## config.mk

```make
export PLATFORM = sky130hd
export DESIGN_NAME = srm_special_reg_move_unit
export DESIGN_NICKNAME = d
export VERILOG_FILES = /design/src/srm_pkg.sv /design/src/srm_special_reg_move_unit.sv
export VERILOG_INCLUDE_DIRS = /design/src
export SDC_FILE = /design/constraint.sdc
export NUM_CORES = 2
export LEC_CHECK = 0
export BUFFER_PORTS_ARGS = -buffer_cell sky130_fd_sc_hd__buf_2
export CORE_UTILIZATION = 67
export CTS_CLUSTER_SIZE = 12
export DETAILED_ROUTE_END_ITERATION = 7
export PLACE_DENSITY = 0.81
export REMOVE_ABC_BUFFERS = 1
export SETUP_SLACK_MARGIN = 0.05
export SLEW_MARGIN = 20
export SYNTH_ARGS = -nofsm -noshare
export SYNTH_HDL_FRONTEND = slang
export SYNTH_SLANG_ARGS = --single-unit
```

## constraint.sdc

```tcl
create_clock -name clk -period 6.69 [get_ports clk]
set_input_delay 1.338 -clock clk [delete_from_list [all_inputs] [get_ports clk]]
set_output_delay 1.338 -clock clk [all_outputs]
set_load 0.02 [all_outputs]
```

## src/srm_defines.svh

```systemverilog
// offsets, field positions, reset values and codes for the special register move unit
`ifndef SRM_DEFINES_SVH
`define SRM_DEFINES_SVH
`define SRM_SEL_PC       16'h0000
`define SRM_SEL_STATUS   16'h0001
`define SRM_SEL_FAULT    16'h0003
`define SRM_SEL_EXCSTAT  16'h0005
`define SRM_SEL_FLOAT    16'h0007
`define SRM_SEL_BTSAVE   16'h000b
`define SRM_SEL_EXCDATA  16'h000d
`define SRM_SEL_STKLOW   16'h0800
`define SRM_SEL_STKHIGH  16'h0802
`define SRM_SEL_PROCID   16'h1000
`define SRM_SEL_ZONE     16'h1001
`define SRM_SEL_TLBIDX   16'h1002
`define SRM_SEL_TLBLOW   16'h1003
`define SRM_SEL_TLBHIGH  16'h1004
`define SRM_SEL_TLBSRCH  16'h1005
`define SRM_SEL_VER_BASE 12'h200
`define SRM_VER_LAST     4'hc
`define SRM_SEL_VER8     16'h2008
`define SRM_SEL_VER9     16'h2009
`define SRM_BIT_CARRY    2
`define SRM_BIT_IE       1
`define SRM_BIT_BIP      3
`define SRM_BIT_EIP      8
`define SRM_BIT_UM       11
`define SRM_BIT_VM       13
`define SRM_IMM_CARRY    15'h0004
`define SRM_MASK_USER    32'h00007fff
`define SRM_MASK_BASE    32'h00003fff
`define SRM_CAUSE_PRIV   5'b00111
`define SRM_ACK_SET      2'b11
`define SRM_ACK_IDLE     2'b00
`define SRM_STATUS_RST   32'h00000000
`define SRM_TLB_IDX_W    6
`define SRM_TLB_DEPTH    64
`endif

```

## src/srm_pkg.sv

```systemverilog
// types shared by the special register move unit
package srm_pkg;
  typedef enum logic [3:0] {
    SRM_OP_READ  = 4'b0001,
    SRM_OP_WRITE = 4'b0010,
    SRM_OP_CLR   = 4'b0100,
    SRM_OP_SET   = 4'b1000
  } srm_op_t;
  typedef struct packed {
    logic        valid;
    srm_op_t     op;
    logic [15:0] sel;
    logic        ext;
    logic [14:0] imm;
    logic [31:0] src;
  } srm_req_t;
  typedef struct packed {
    logic        rdValid;
    logic [31:0] rdData;
    logic        excValid;
    logic [4:0]  excCause;
  } srm_rsp_t;
endpackage

```

## src/srm_special_reg_move_unit.sv

```systemverilog
// special register move unit: reads, writes, clears and sets of special registers
//
// Overview of operation
// - clear copies status, clears immediate-marked bits
// - set copies status, sets immediate-marked bits
// - user-mode clear/set not carry-only faults privileged
// - user-mode special write faults, target untouched
// - special write lands in selector's register
// - low-latency mode acknowledges 11 on enable set
// - clear/set carry immediate, others next cycle
// - full status write lands one cycle later
// - clearing interrupt enable blocks interrupts at once
// - exception/break flags block interrupts and breaks
// - clear/set touch only low fifteen or fourteen bits
// - clear/set exist only when configured
// - counter, fault, version registers are read-only
// - exception data, float, stack reads need config
// - translation reads need management and access level
// - version reads depend on version configuration
// - ident, zone, search writes need management and access level; index/entry writes need management only
// - entry writes go to indexed translation entry
// - extended read only with wide addresses
// - extended read gives fault/version upper bits
`timescale 1ns/1ps
`include "srm_defines.svh"
module srm_special_reg_move_unit
  import srm_pkg::*;
#(
  parameter int          CFG_MMU_LEVEL   = 3,
  parameter int          CFG_STATUS_INSTR = 1,
  parameter int          CFG_FPU_LEVEL   = 1,
  parameter int          CFG_TLB_ACCESS  = 3,
  parameter int          CFG_VERSION     = 2,
  parameter int          CFG_STREAM_EXC  = 1,
  parameter int          CFG_STREAM_LINKS = 1,
  parameter int          CFG_STACK_PROT  = 1,
  parameter int          CFG_INT_MODE    = 2,
  parameter int          CFG_ADDR_WIDTH  = 48,
  parameter logic [31:0] VERSION_WORD    = 32'h00000000  // arbitrary value
) (
  input  wire logic        clk,
  input  wire logic        reset,
  input  wire srm_req_t    req,
  input  wire logic [31:0] pcValue,
  input  wire logic [31:0] faultAddrLow,
  input  wire logic [31:0] faultAddrHigh,
  input  wire logic [31:0] excStatus,
  input  wire logic [31:0] branchSave,
  input  wire logic [31:0] excData,
  output srm_rsp_t         rsp,
  output logic [1:0]       intAck,
  output logic [31:0]      statusWord,
  output logic             intAllowed,
  output logic             brkAllowed
);

  // architectural state
  logic [31:0] status_r;
  logic [31:0] pend_r;
  logic        pendV_r;
  logic [31:0] float_r;
  logic [31:0] stkLow_r;
  logic [31:0] stkHigh_r;
  logic [31:0] procId_r;
  logic [31:0] zone_r;
  logic [31:0] tlbIdx_r;
  logic [31:0] tlbSrch_r;
  logic [31:0] translation_entry_low [`SRM_TLB_DEPTH];
  logic [31:0] translation_entry_high [`SRM_TLB_DEPTH];
  srm_rsp_t    rsp_r;
  logic [1:0]  ack_r;
  logic        intOk_r;
  logic        brkOk_r;

  // configuration decodes
  wire mmuOn     = CFG_MMU_LEVEL >= 1;
  wire mmuUser   = CFG_MMU_LEVEL > 1;
  wire clrSetOn  = CFG_STATUS_INSTR == 1;
  wire tlbRdOk   = mmuUser && (CFG_TLB_ACCESS == 1 || CFG_TLB_ACCESS == 3);
  wire tlbWrOk   = mmuUser && CFG_TLB_ACCESS > 1;
  wire stkOk     = CFG_STACK_PROT == 1;
  wire fpuOk     = CFG_FPU_LEVEL > 0;
  wire wideAddr  = CFG_ADDR_WIDTH > 32;

  // the status seen by a new operation includes bits still pending
  wire [31:0] baseStatus = pendV_r ? pend_r : status_r;
  wire        userMode   = baseStatus[`SRM_BIT_UM];
  wire        isRead     = req.valid && req.op == SRM_OP_READ;
  wire        isWrite    = req.valid && req.op == SRM_OP_WRITE;
  wire        isClrSet   = req.valid && clrSetOn &&
                           (req.op == SRM_OP_CLR || req.op == SRM_OP_SET);

  // privilege checks
  wire privClrSet = isClrSet && mmuOn && userMode &&
                    req.imm != `SRM_IMM_CARRY;
  wire privWrite  = isWrite && mmuOn && userMode;
  wire privFault  = privClrSet || privWrite;

  // immediate limited to the modifiable field
  wire [31:0] immMask = mmuOn ? `SRM_MASK_USER : `SRM_MASK_BASE;
  wire [31:0] immVal  = {17'h0, req.imm} & immMask;
  wire [31:0] clrVal  = baseStatus & ~immVal;
  wire [31:0] setVal  = baseStatus | immVal;
  wire [31:0] csVal   = (req.op == SRM_OP_CLR) ? clrVal : setVal;
  wire        doCs    = isClrSet && !privClrSet;
  wire        doWr    = isWrite && !privWrite;

  // write target decode; read-only selectors decode to no target
  wire wrStatus = doWr && req.sel == `SRM_SEL_STATUS;
  wire wrFloat  = doWr && req.sel == `SRM_SEL_FLOAT && fpuOk;
  wire wrStkLo  = doWr && req.sel == `SRM_SEL_STKLOW && stkOk;
  wire wrStkHi  = doWr && req.sel == `SRM_SEL_STKHIGH && stkOk;
  wire wrProcId = doWr && req.sel == `SRM_SEL_PROCID && tlbWrOk;
  wire wrZone   = doWr && req.sel == `SRM_SEL_ZONE && tlbWrOk;
  wire wrSrch   = doWr && req.sel == `SRM_SEL_TLBSRCH && tlbWrOk;
  wire wrTlbIdx = doWr && req.sel == `SRM_SEL_TLBIDX && mmuUser;
  wire wrTlbLo  = doWr && req.sel == `SRM_SEL_TLBLOW && mmuUser;
  wire wrTlbHi  = doWr && req.sel == `SRM_SEL_TLBHIGH && mmuUser;
  wire [`SRM_TLB_IDX_W-1:0] entSel = tlbIdx_r[`SRM_TLB_IDX_W-1:0];

  // writes that land somewhere; any other write changes nothing
  wire wrAny = wrStatus || wrFloat || wrStkLo || wrStkHi || wrProcId || wrZone ||
               wrSrch || wrTlbIdx || wrTlbLo || wrTlbHi;

  // newest status value, used for the masking guarantees
  wire [31:0] newest = doCs ? csVal : (wrStatus ? req.src : baseStatus);
  wire ieNew  = newest[`SRM_BIT_IE];
  wire busyNew = newest[`SRM_BIT_EIP] || newest[`SRM_BIT_BIP];

  // low-latency acknowledge when interrupt enable gets set
  wire ieSetByOp = (doCs && req.op == SRM_OP_SET && immVal[`SRM_BIT_IE]) ||
                   (wrStatus && req.src[`SRM_BIT_IE]);
  wire ackNow    = CFG_INT_MODE == 2 && ieSetByOp;

  // version register readout per entry
  logic [31:0] verWord [13];
  genvar gv;
  generate
    for (gv = 0; gv < 13; gv++) begin : g_ver
      assign verWord[gv] = {VERSION_WORD[31:4], 4'(gv)};
    end
  endgenerate
  wire       selVer  = req.sel[15:4] == `SRM_SEL_VER_BASE &&
                       req.sel[3:0] <= `SRM_VER_LAST;
  wire       verOk   = (req.sel[3:0] == 4'h0) ? (CFG_VERSION == 1 || CFG_VERSION == 2)
                                              : (CFG_VERSION == 2);
  wire [31:0] verData = (selVer && verOk) ? verWord[req.sel[3:0]] : 32'h0;

  // extended reads return the upper fault address part or the version word
  wire [31:0] extData = !wideAddr ? 32'h0 :
                        (req.sel == `SRM_SEL_FAULT) ? faultAddrHigh :
                        (req.sel == `SRM_SEL_VER8 ||
                         req.sel == `SRM_SEL_VER9) ? VERSION_WORD : 32'h0;

  // normal read selection, unavailable registers read as zero
  logic [31:0] normData;
  always_comb begin
    normData = 32'h0;
    case (req.sel)
      `SRM_SEL_PC:      normData = pcValue;
      `SRM_SEL_STATUS:  normData = baseStatus;
      `SRM_SEL_FAULT:   normData = faultAddrLow;
      `SRM_SEL_EXCSTAT: normData = excStatus;
      `SRM_SEL_FLOAT:   normData = fpuOk ? float_r : 32'h0;
      `SRM_SEL_BTSAVE:  normData = branchSave;
      `SRM_SEL_EXCDATA: normData = (CFG_STREAM_EXC == 1 && CFG_STREAM_LINKS > 0)
                                   ? excData : 32'h0;
      `SRM_SEL_STKLOW:  normData = stkOk ? stkLow_r : 32'h0;
      `SRM_SEL_STKHIGH: normData = stkOk ? stkHigh_r : 32'h0;
      `SRM_SEL_PROCID:  normData = tlbRdOk ? procId_r : 32'h0;
      `SRM_SEL_ZONE:    normData = tlbRdOk ? zone_r : 32'h0;
      `SRM_SEL_TLBIDX:  normData = (mmuUser && CFG_TLB_ACCESS > 0) ? tlbIdx_r : 32'h0;
      `SRM_SEL_TLBLOW:  normData = tlbRdOk ? translation_entry_low[entSel] : 32'h0;
      `SRM_SEL_TLBHIGH: normData = tlbRdOk ? translation_entry_high[entSel] : 32'h0;
      default:          normData = verData;
    endcase
  end

  // answer of this operation
  srm_rsp_t rsp_nxt;
  always_comb begin
    rsp_nxt          = '0;
    rsp_nxt.rdValid  = (isRead || doCs);
    rsp_nxt.rdData   = isRead ? (req.ext ? extData : normData) : baseStatus;
    rsp_nxt.excValid = privFault;
    rsp_nxt.excCause = privFault ? `SRM_CAUSE_PRIV : 5'h0;
  end

  // status word: clear/set carry now, other bits one cycle later
  logic [31:0] status_nxt;
  always_comb begin
    status_nxt = baseStatus;
    if (doCs) begin
      status_nxt[`SRM_BIT_CARRY] = csVal[`SRM_BIT_CARRY];
    end
  end

  // status state and pending update
  always_ff @(posedge clk) begin
    if (reset) begin
      status_r <= `SRM_STATUS_RST;
      pend_r   <= `SRM_STATUS_RST;
      pendV_r  <= 1'b0;
    end else begin
      status_r <= status_nxt;
      pendV_r  <= doCs || wrStatus;
      pend_r   <= doCs ? csVal : req.src;
    end
  end

  // plain special registers
  always_ff @(posedge clk) begin
    if (reset) begin
      float_r   <= 32'h0;
      stkLow_r  <= 32'h0;
      stkHigh_r <= 32'h0;
      procId_r  <= 32'h0;
      zone_r    <= 32'h0;
      tlbIdx_r  <= 32'h0;
      tlbSrch_r <= 32'h0;
    end else begin
      if (wrFloat)  float_r   <= req.src;
      if (wrStkLo)  stkLow_r  <= req.src;
      if (wrStkHi)  stkHigh_r <= req.src;
      if (wrProcId) procId_r  <= req.src;
      if (wrZone)   zone_r    <= req.src;
      if (wrTlbIdx) tlbIdx_r  <= req.src;
      if (wrSrch)   tlbSrch_r <= req.src;
    end
  end

  // translation entries, written through the current index
  always_ff @(posedge clk) begin
    if (wrTlbLo) translation_entry_low[entSel] <= req.src;
    if (wrTlbHi) translation_entry_high[entSel] <= req.src;
  end

  // answer, acknowledge and masking outputs
  always_ff @(posedge clk) begin
    if (reset) begin
      rsp_r   <= '0;
      ack_r   <= `SRM_ACK_IDLE;
      intOk_r <= 1'b0;
      brkOk_r <= 1'b1;
    end else begin
      rsp_r   <= rsp_nxt;
      ack_r   <= ackNow ? `SRM_ACK_SET : `SRM_ACK_IDLE;
      intOk_r <= ieNew && !busyNew;
      brkOk_r <= !busyNew;
    end
  end

  assign rsp        = rsp_r;
  assign intAck     = ack_r;
  assign statusWord = status_r;
  assign intAllowed = intOk_r;
  assign brkAllowed = brkOk_r;
endmodule

```

== Word-level counts from Yosys, hierarchy flattened ==
Memories as Yosys holds them, arrays and structs flattened. A register that Yosys moved wholly into a read port is not among the register bits.
Index checks and enable logic that the tools add are counted.

* $lt $le $gt $ge: 2
* Equality and inequality tests: 19
* Multiplexer cells: 23
* Bitwise gates (word level): 4
* Reductions and logical operators: 32

{| class="wikitable"
|+ Operators by type and width
! operator !! count
|-
| case mux 32 bit (14 select lines) || 1
|-
| two-way mux 32 bit || 9
|-
| == test 16 x 13 -> 1 bit, second input constant || 5
|-
| bitwise AND 32 bit || 1
|-
| == test 16 x 12 -> 1 bit, second input constant || 2
|-
| == test 16 x 3 -> 1 bit, second input constant || 2
|-
| == test 16 x 4 -> 1 bit, second input constant || 2
|-
| inverter 15 -> 32 bit || 1
|-
| bitwise OR 32 x 15 -> 32 bit || 1
|-
| two-way mux 6 bit || 4
|-
| logical AND 1 bit || 22
|-
| two-way mux 9 bit || 2
|-
| == test 16 x 1 -> 1 bit, second input constant || 1
|-
| == test 16 x 2 -> 1 bit, second input constant || 1
|-
| logical NOT 16 bit || 1
|-
| inequality test 15 x 3 -> 1 bit, second input constant || 1
|-
| == test 12 x 10 -> 1 bit, second input constant || 1
|-
| logical OR 1 bit || 6
|-
| >= comparator 5 bit, second input constant || 1
|-
| two-way mux 1 bit || 5
|-
| inverter 4 -> 5 bit || 1
|-
| == test 4 x 1 -> 1 bit, second input constant || 1
|-
| == test 4 x 2 -> 1 bit, second input constant || 1
|-
| == test 4 x 3 -> 1 bit, second input constant || 1
|-
| other kinds (5) || 7
|}

* Flip-flop bits (word level): 300
* RAM bits: 4096
* ROM bits: 512
* Input bits: 263
* Output and inout port bits: 75
* Memories kept: 3

{| class="wikitable"
|+ Memory list
! name !! words !! width !! read ports !! clocked after memory_dff !! wr ports !! line !! text
|-
| translation_entry_high || 64 || 32 || 1 || 1 || 1 || srm_special_reg_move_unit.sv:69 || <nowiki>logic [31:0] translation_entry_high [`SRM_TLB_DEPTH];</nowiki>
|-
| translation_entry_low || 64 || 32 || 1 || 1 || 1 || srm_special_reg_move_unit.sv:68 || <nowiki>logic [31:0] translation_entry_low [`SRM_TLB_DEPTH];</nowiki>
|-
| (name not given) || 16 || 32 || 1 || 0 || 0 || srm_special_reg_move_unit.sv:147 || <nowiki>wire [31:0] verData = (selVer && verOk) ? verWord[req.sel[3:0]] : 32'h0;</nowiki>
|}

== Depth between registers and ports, before layout ==
* Depth after elaboration: 11
* Gate-level depth with buffers: 14
* Mapped depth without buffers: 8

== Worst setup path before layout ==
Ideal clock, no wire load.

* Kind: input port to flip-flop
* Start: input req[53] (netlist bit)
* End: memory translation_entry_high[24][0] (enable)
* Setup time: 0.421 ns
* Arrival time: 4.503 ns
* Path slack: 1.766 ns
* Stages on the path: 7
* Buffers on the path: 1
* Cell sequence: or4_1 buf_2 nor4_4 nand3_1 nor3_1 nand3_1 nor2_1

* Cells in the longest elaborated chain, start to end: 4

{| class="wikitable"
|+ Ends and longest elaborated chain
! what !! line !! text
|-
| from (decl) || srm_special_reg_move_unit.sv:43 || <nowiki>input wire srm_req_t req,</nowiki>
|-
| == test 16 x 13 -> 1 bit (no source line) || - ||
|-
| logical AND 1 bit (no source line) || - ||
|-
| two-way mux 1 bit || srm_special_reg_move_unit.sv:235 || <nowiki>if (wrTlbHi) translation_entry_high[entSel] <= req.src;</nowiki>
|-
| two-way mux 1 bit (not written as such) || srm_special_reg_move_unit.sv:235 ||
|-
| to (decl) || srm_special_reg_move_unit.sv:69 ||
|}

No other way between the ends.

==> results.md <==
* Count of input and output buffers at 335
* Final WL at 618000 um
* Max Root-Sink Buffers at 4
* Slew @ Worst Pin at 1.30 ns
* Post-synthesis compound-gate area fraction at approximately 4.5%
* Mean post-synth cell area at ~20 um2
* WL met1 at 180000 um
* Logic pwr share at 1.9%
* Worst Setup End Kind: register
* Drt pass-1 iters at 6
* Sink Count at 4396
* Met2 Wirelength at 284000 um
* Placed standard-cell area at 179000 um2
* RD Place Congestion at 1.01
* Highest routed metal layer: met5
* Layout Nets at 9558
* Flops & latches, synth at 4396
* Final worst slack at 1.48 ns
* Hold Crit Endpoint: float_r[2]
* Synth top area cells: edfxtp_1 (72%), mux4_2 (13%), dfxtp_1 (3.5%), mux2i_1 (2.3%), nand2_1 (1.4%)
* Synth top area share at around 72%
* Mapped Cells at 8657
* P_leak at 58.0 nW
* Initial DRC Count at 19814
* Clock Power Share at between 40% and 50%
* Number of global-route vias before repair at 98732
* DP Worst Slack at roughly 0.9 ns
* TritonCTS buffer count at 441
* Sw frac at 20.8%
* FF-to-FF End: rsp[13]
* Multiplexer share of the synthesized area at 15.2%
* TNS Setup at 0 ns
* Layout Cells excl Fill at around 13000
* Row cnt at about 180
* Detail Placement HPWL at 361000 um
* Chip height at around 510 um
* First-pass GRT wire length at between 800000 and 900000 um
* Die area at 257000 um2
* HP Class: reg -> reg
* Layout cells sized above 1 at approximately 26%
* Predominant post-synthesis flop cell: edfxtp_1
* Die width at around 510 um
* Number of synthesized flops with an enable pin at 4096
* Fin crit share at 77.9%
* Simple-Gate Fraction of Synth Area at 3.17%
* DRC viols at 0
* Worst Reg-to-Reg Cells at 9
* Sequential power share at 56.0%
* Net Sw Power at approximately 11 mW
* Root Driver: clkbuf_16
* Routed Antenna Nets at 0
* Fin. Hold Viols at 0
* Fillers at 12829
* Floorplan core area at 252000 um2
* Seq/Total Area, Yosys at 75.6%
* Pwr dens at 281 nW/um2
* Final Cell Area at around 190000 um2
* Largest net degree at the start of global routing at between 100 and 150
* Fin. max-slew vios at 0
* Synthesis-to-finish area growth at 12.1%
* Mapped Area at 171000 um2
* Antenna violations before repair at 93
* Post-CTS Setup Inserts at 0
* PostCTS Resize Cnt at 0
* Syn. warnings at 0
* Outcome: finished, final reports clean
* Post-Synth XOR/XNOR Area at 0%
* Placed insts at 12196
* Internal Pwr Total at between 40 and 50 mW
* H-tree levels at 5
* Worst-Skew Late Latency at 1.06 ns
* CP startpoint kind: register
* CTS tree: built
* Worst Path Arrival at 6.00 ns
* WHS Path Cells at 2
* Yosys top cell by area: edfxtp_1
* Largest family of logic cells by synthesized area: multiplexers
* RSZ-0062 raised after global routing: false
* Unique masters post-synth at around 80
* Worst-path clk slew at 0.06 ns
* Clock Skew at 0.113 ns
* Cts hold-fix bufs at 0
* Relative slew slack at 12.6%
* Crit path max fanout at 32
* Endpoints failing setup at 0
* Vias at between 100k and 150k
* Hold path start: float_r[2]
* Max frequency at 0.192 GHz
* Metal3 WL at 86200 um
* # IOs at 338
* Fraction of registers with async set/reset at 0%
* Adder-Cell Fraction of Synth Area at 0%
* Pwr Total at 53.7 mW
* Worst Path Required at 7.48 ns
* Starting density of the core at 67.6%
* Reg2Reg Setup Slack at between 1 and 1.5 ns
* Wire per inst at 47.9 um
* Gr ovfl total at 0
* Max_cap viols at 0
* Total GRT Usage at 48.6%
* DR vias/cell at about 8
* VDD IR-drop max at 0.000411 V
* Critical path class: reg -> reg
* Period minus WS final at 5.21 ns
[kinds of logic after synthesis]
kind of cell,after synthesis
AO/OA/AOI/OAI,1125
buffers and inverters,535
flip-flops,4396
multiplexers,1382
other,1
AND/OR/NAND/NOR,1218
[synthesized netlist by cell type (all sizes together) (26+ instances only)]
cell type	count
edfxtp	4096
mux4	958
nand2	633
mux2i	386
a21oi	358
buf	308
dfxtp	300
nor2	288
clkbuf	219
a22oi	212
o22ai	79
o21ai	76
nand3	68
a211oi	66
o221ai	66
a221oi	58
nor3	50
nor2b	43
mux2	38
nor4	27
a222oi	26
[worst max-delay path, stage by stage, from the launching register on]
cell and delay [ns]:
dfxtp_4 1.06, buf_12 0.36, buf_4 0.53, mux4_2 0.59, a211oi_1 0.31, a31oi_1 0.24
a211oi_1 0.45, nor2_1 0.26, o41ai_1 0.96, a221oi_1 0.16
[stage by stage]
| step | utilization (%) | hold slack, ns |
|---|---|---|
| final | 75.8 | 0.449 |
| after global routing | 75.8 | 0.464 |
| after CTS | 75.8 | 0.452 |
| after detailed placement | 70.8 | 0.443 |
| after global placement | 70.8 | 0.434 |
| after floorplan | - | 0.422 |
[per-layer routing]
metal | global-route usage (%) | vias up
met3 | 14.9 | 2569
met2 | 73.8 | 11284
met1 | 56.7 | 51040
li1 | - | 36964
met4 | 42.7 | 64
met5 | 0 | -
[cell type report]
class                      instances  area (um2)  share of cell area [%]
clock inverter                    85         761                   0.398
multi-input combinational       3727       40200                    21.0
inverter                           8        37.5                  0.0196
sequential                      4396      129000                    67.4
clock buffer                     566       11600                    6.08
timing repair buffer             721        5390                    2.82
tap                             3348        4190                    2.19
antenna                           47         118                  0.0615
[layout by cell type, fill, tap and decap left out, types with 47 or more instances in the layout]
| master | synthesis | layout |
|---|---|---|
| dfxtp_1 | 300 | 292 |
| a211oi_1 | 66 | 64 |
| o21ai_0 | 75 | 75 |
| nand2_1 | 633 | 630 |
| a22oi_1 | 212 | 211 |
| edfxtp_1 | 4096 | 4096 |
| clkbuf_16 | 0 | 442 |
| nand3_1 | 67 | 65 |
| nor2_1 | 285 | 147 |
| a21oi_1 | 358 | 357 |
| buf_12 | 0 | 57 |
| mux4_2 | 958 | 958 |
| diode_2 | 0 | 47 |
| o221ai_1 | 66 | 66 |
| buf_4 | 71 | 354 |
| mux2i_1 | 386 | 384 |
| a221oi_1 | 57 | 57 |
| o22ai_1 | 79 | 78 |
| nor2_4 | 1 | 133 |
| buf_2 | 158 | 304 |
| clkbuf_1 | 219 | 114 |
[worst max-delay path by stage]
stage | depth (start not counted) | endpoint | startpoint
after floorplan | 8 | rsp[26] | register
after global placement | 10 | translation_entry_low[22][30] | req[49]
after detailed placement | 10 | translation_entry_low[22][24] | req[49]
after CTS | 9 | rsp[13] | register
after global routing | 9 | rsp[13] | register
final | 9 | rsp[13] | register
[power groups by stage]
stage / sequential [mW] / clock [mW] / combinational [mW]
detailed placement: 30.6 / 0 / 0.922
global placement: 30.6 / 0 / 0.880
CTS: 30.0 / 22.5 / 0.933
global route: 30.0 / 23.4 / 0.967
floorplan: 30.6 / 0 / 0.0727
finish: 30.0 / 22.6 / 0.997
No activity file was read; power rests on OpenSTA's default activity.
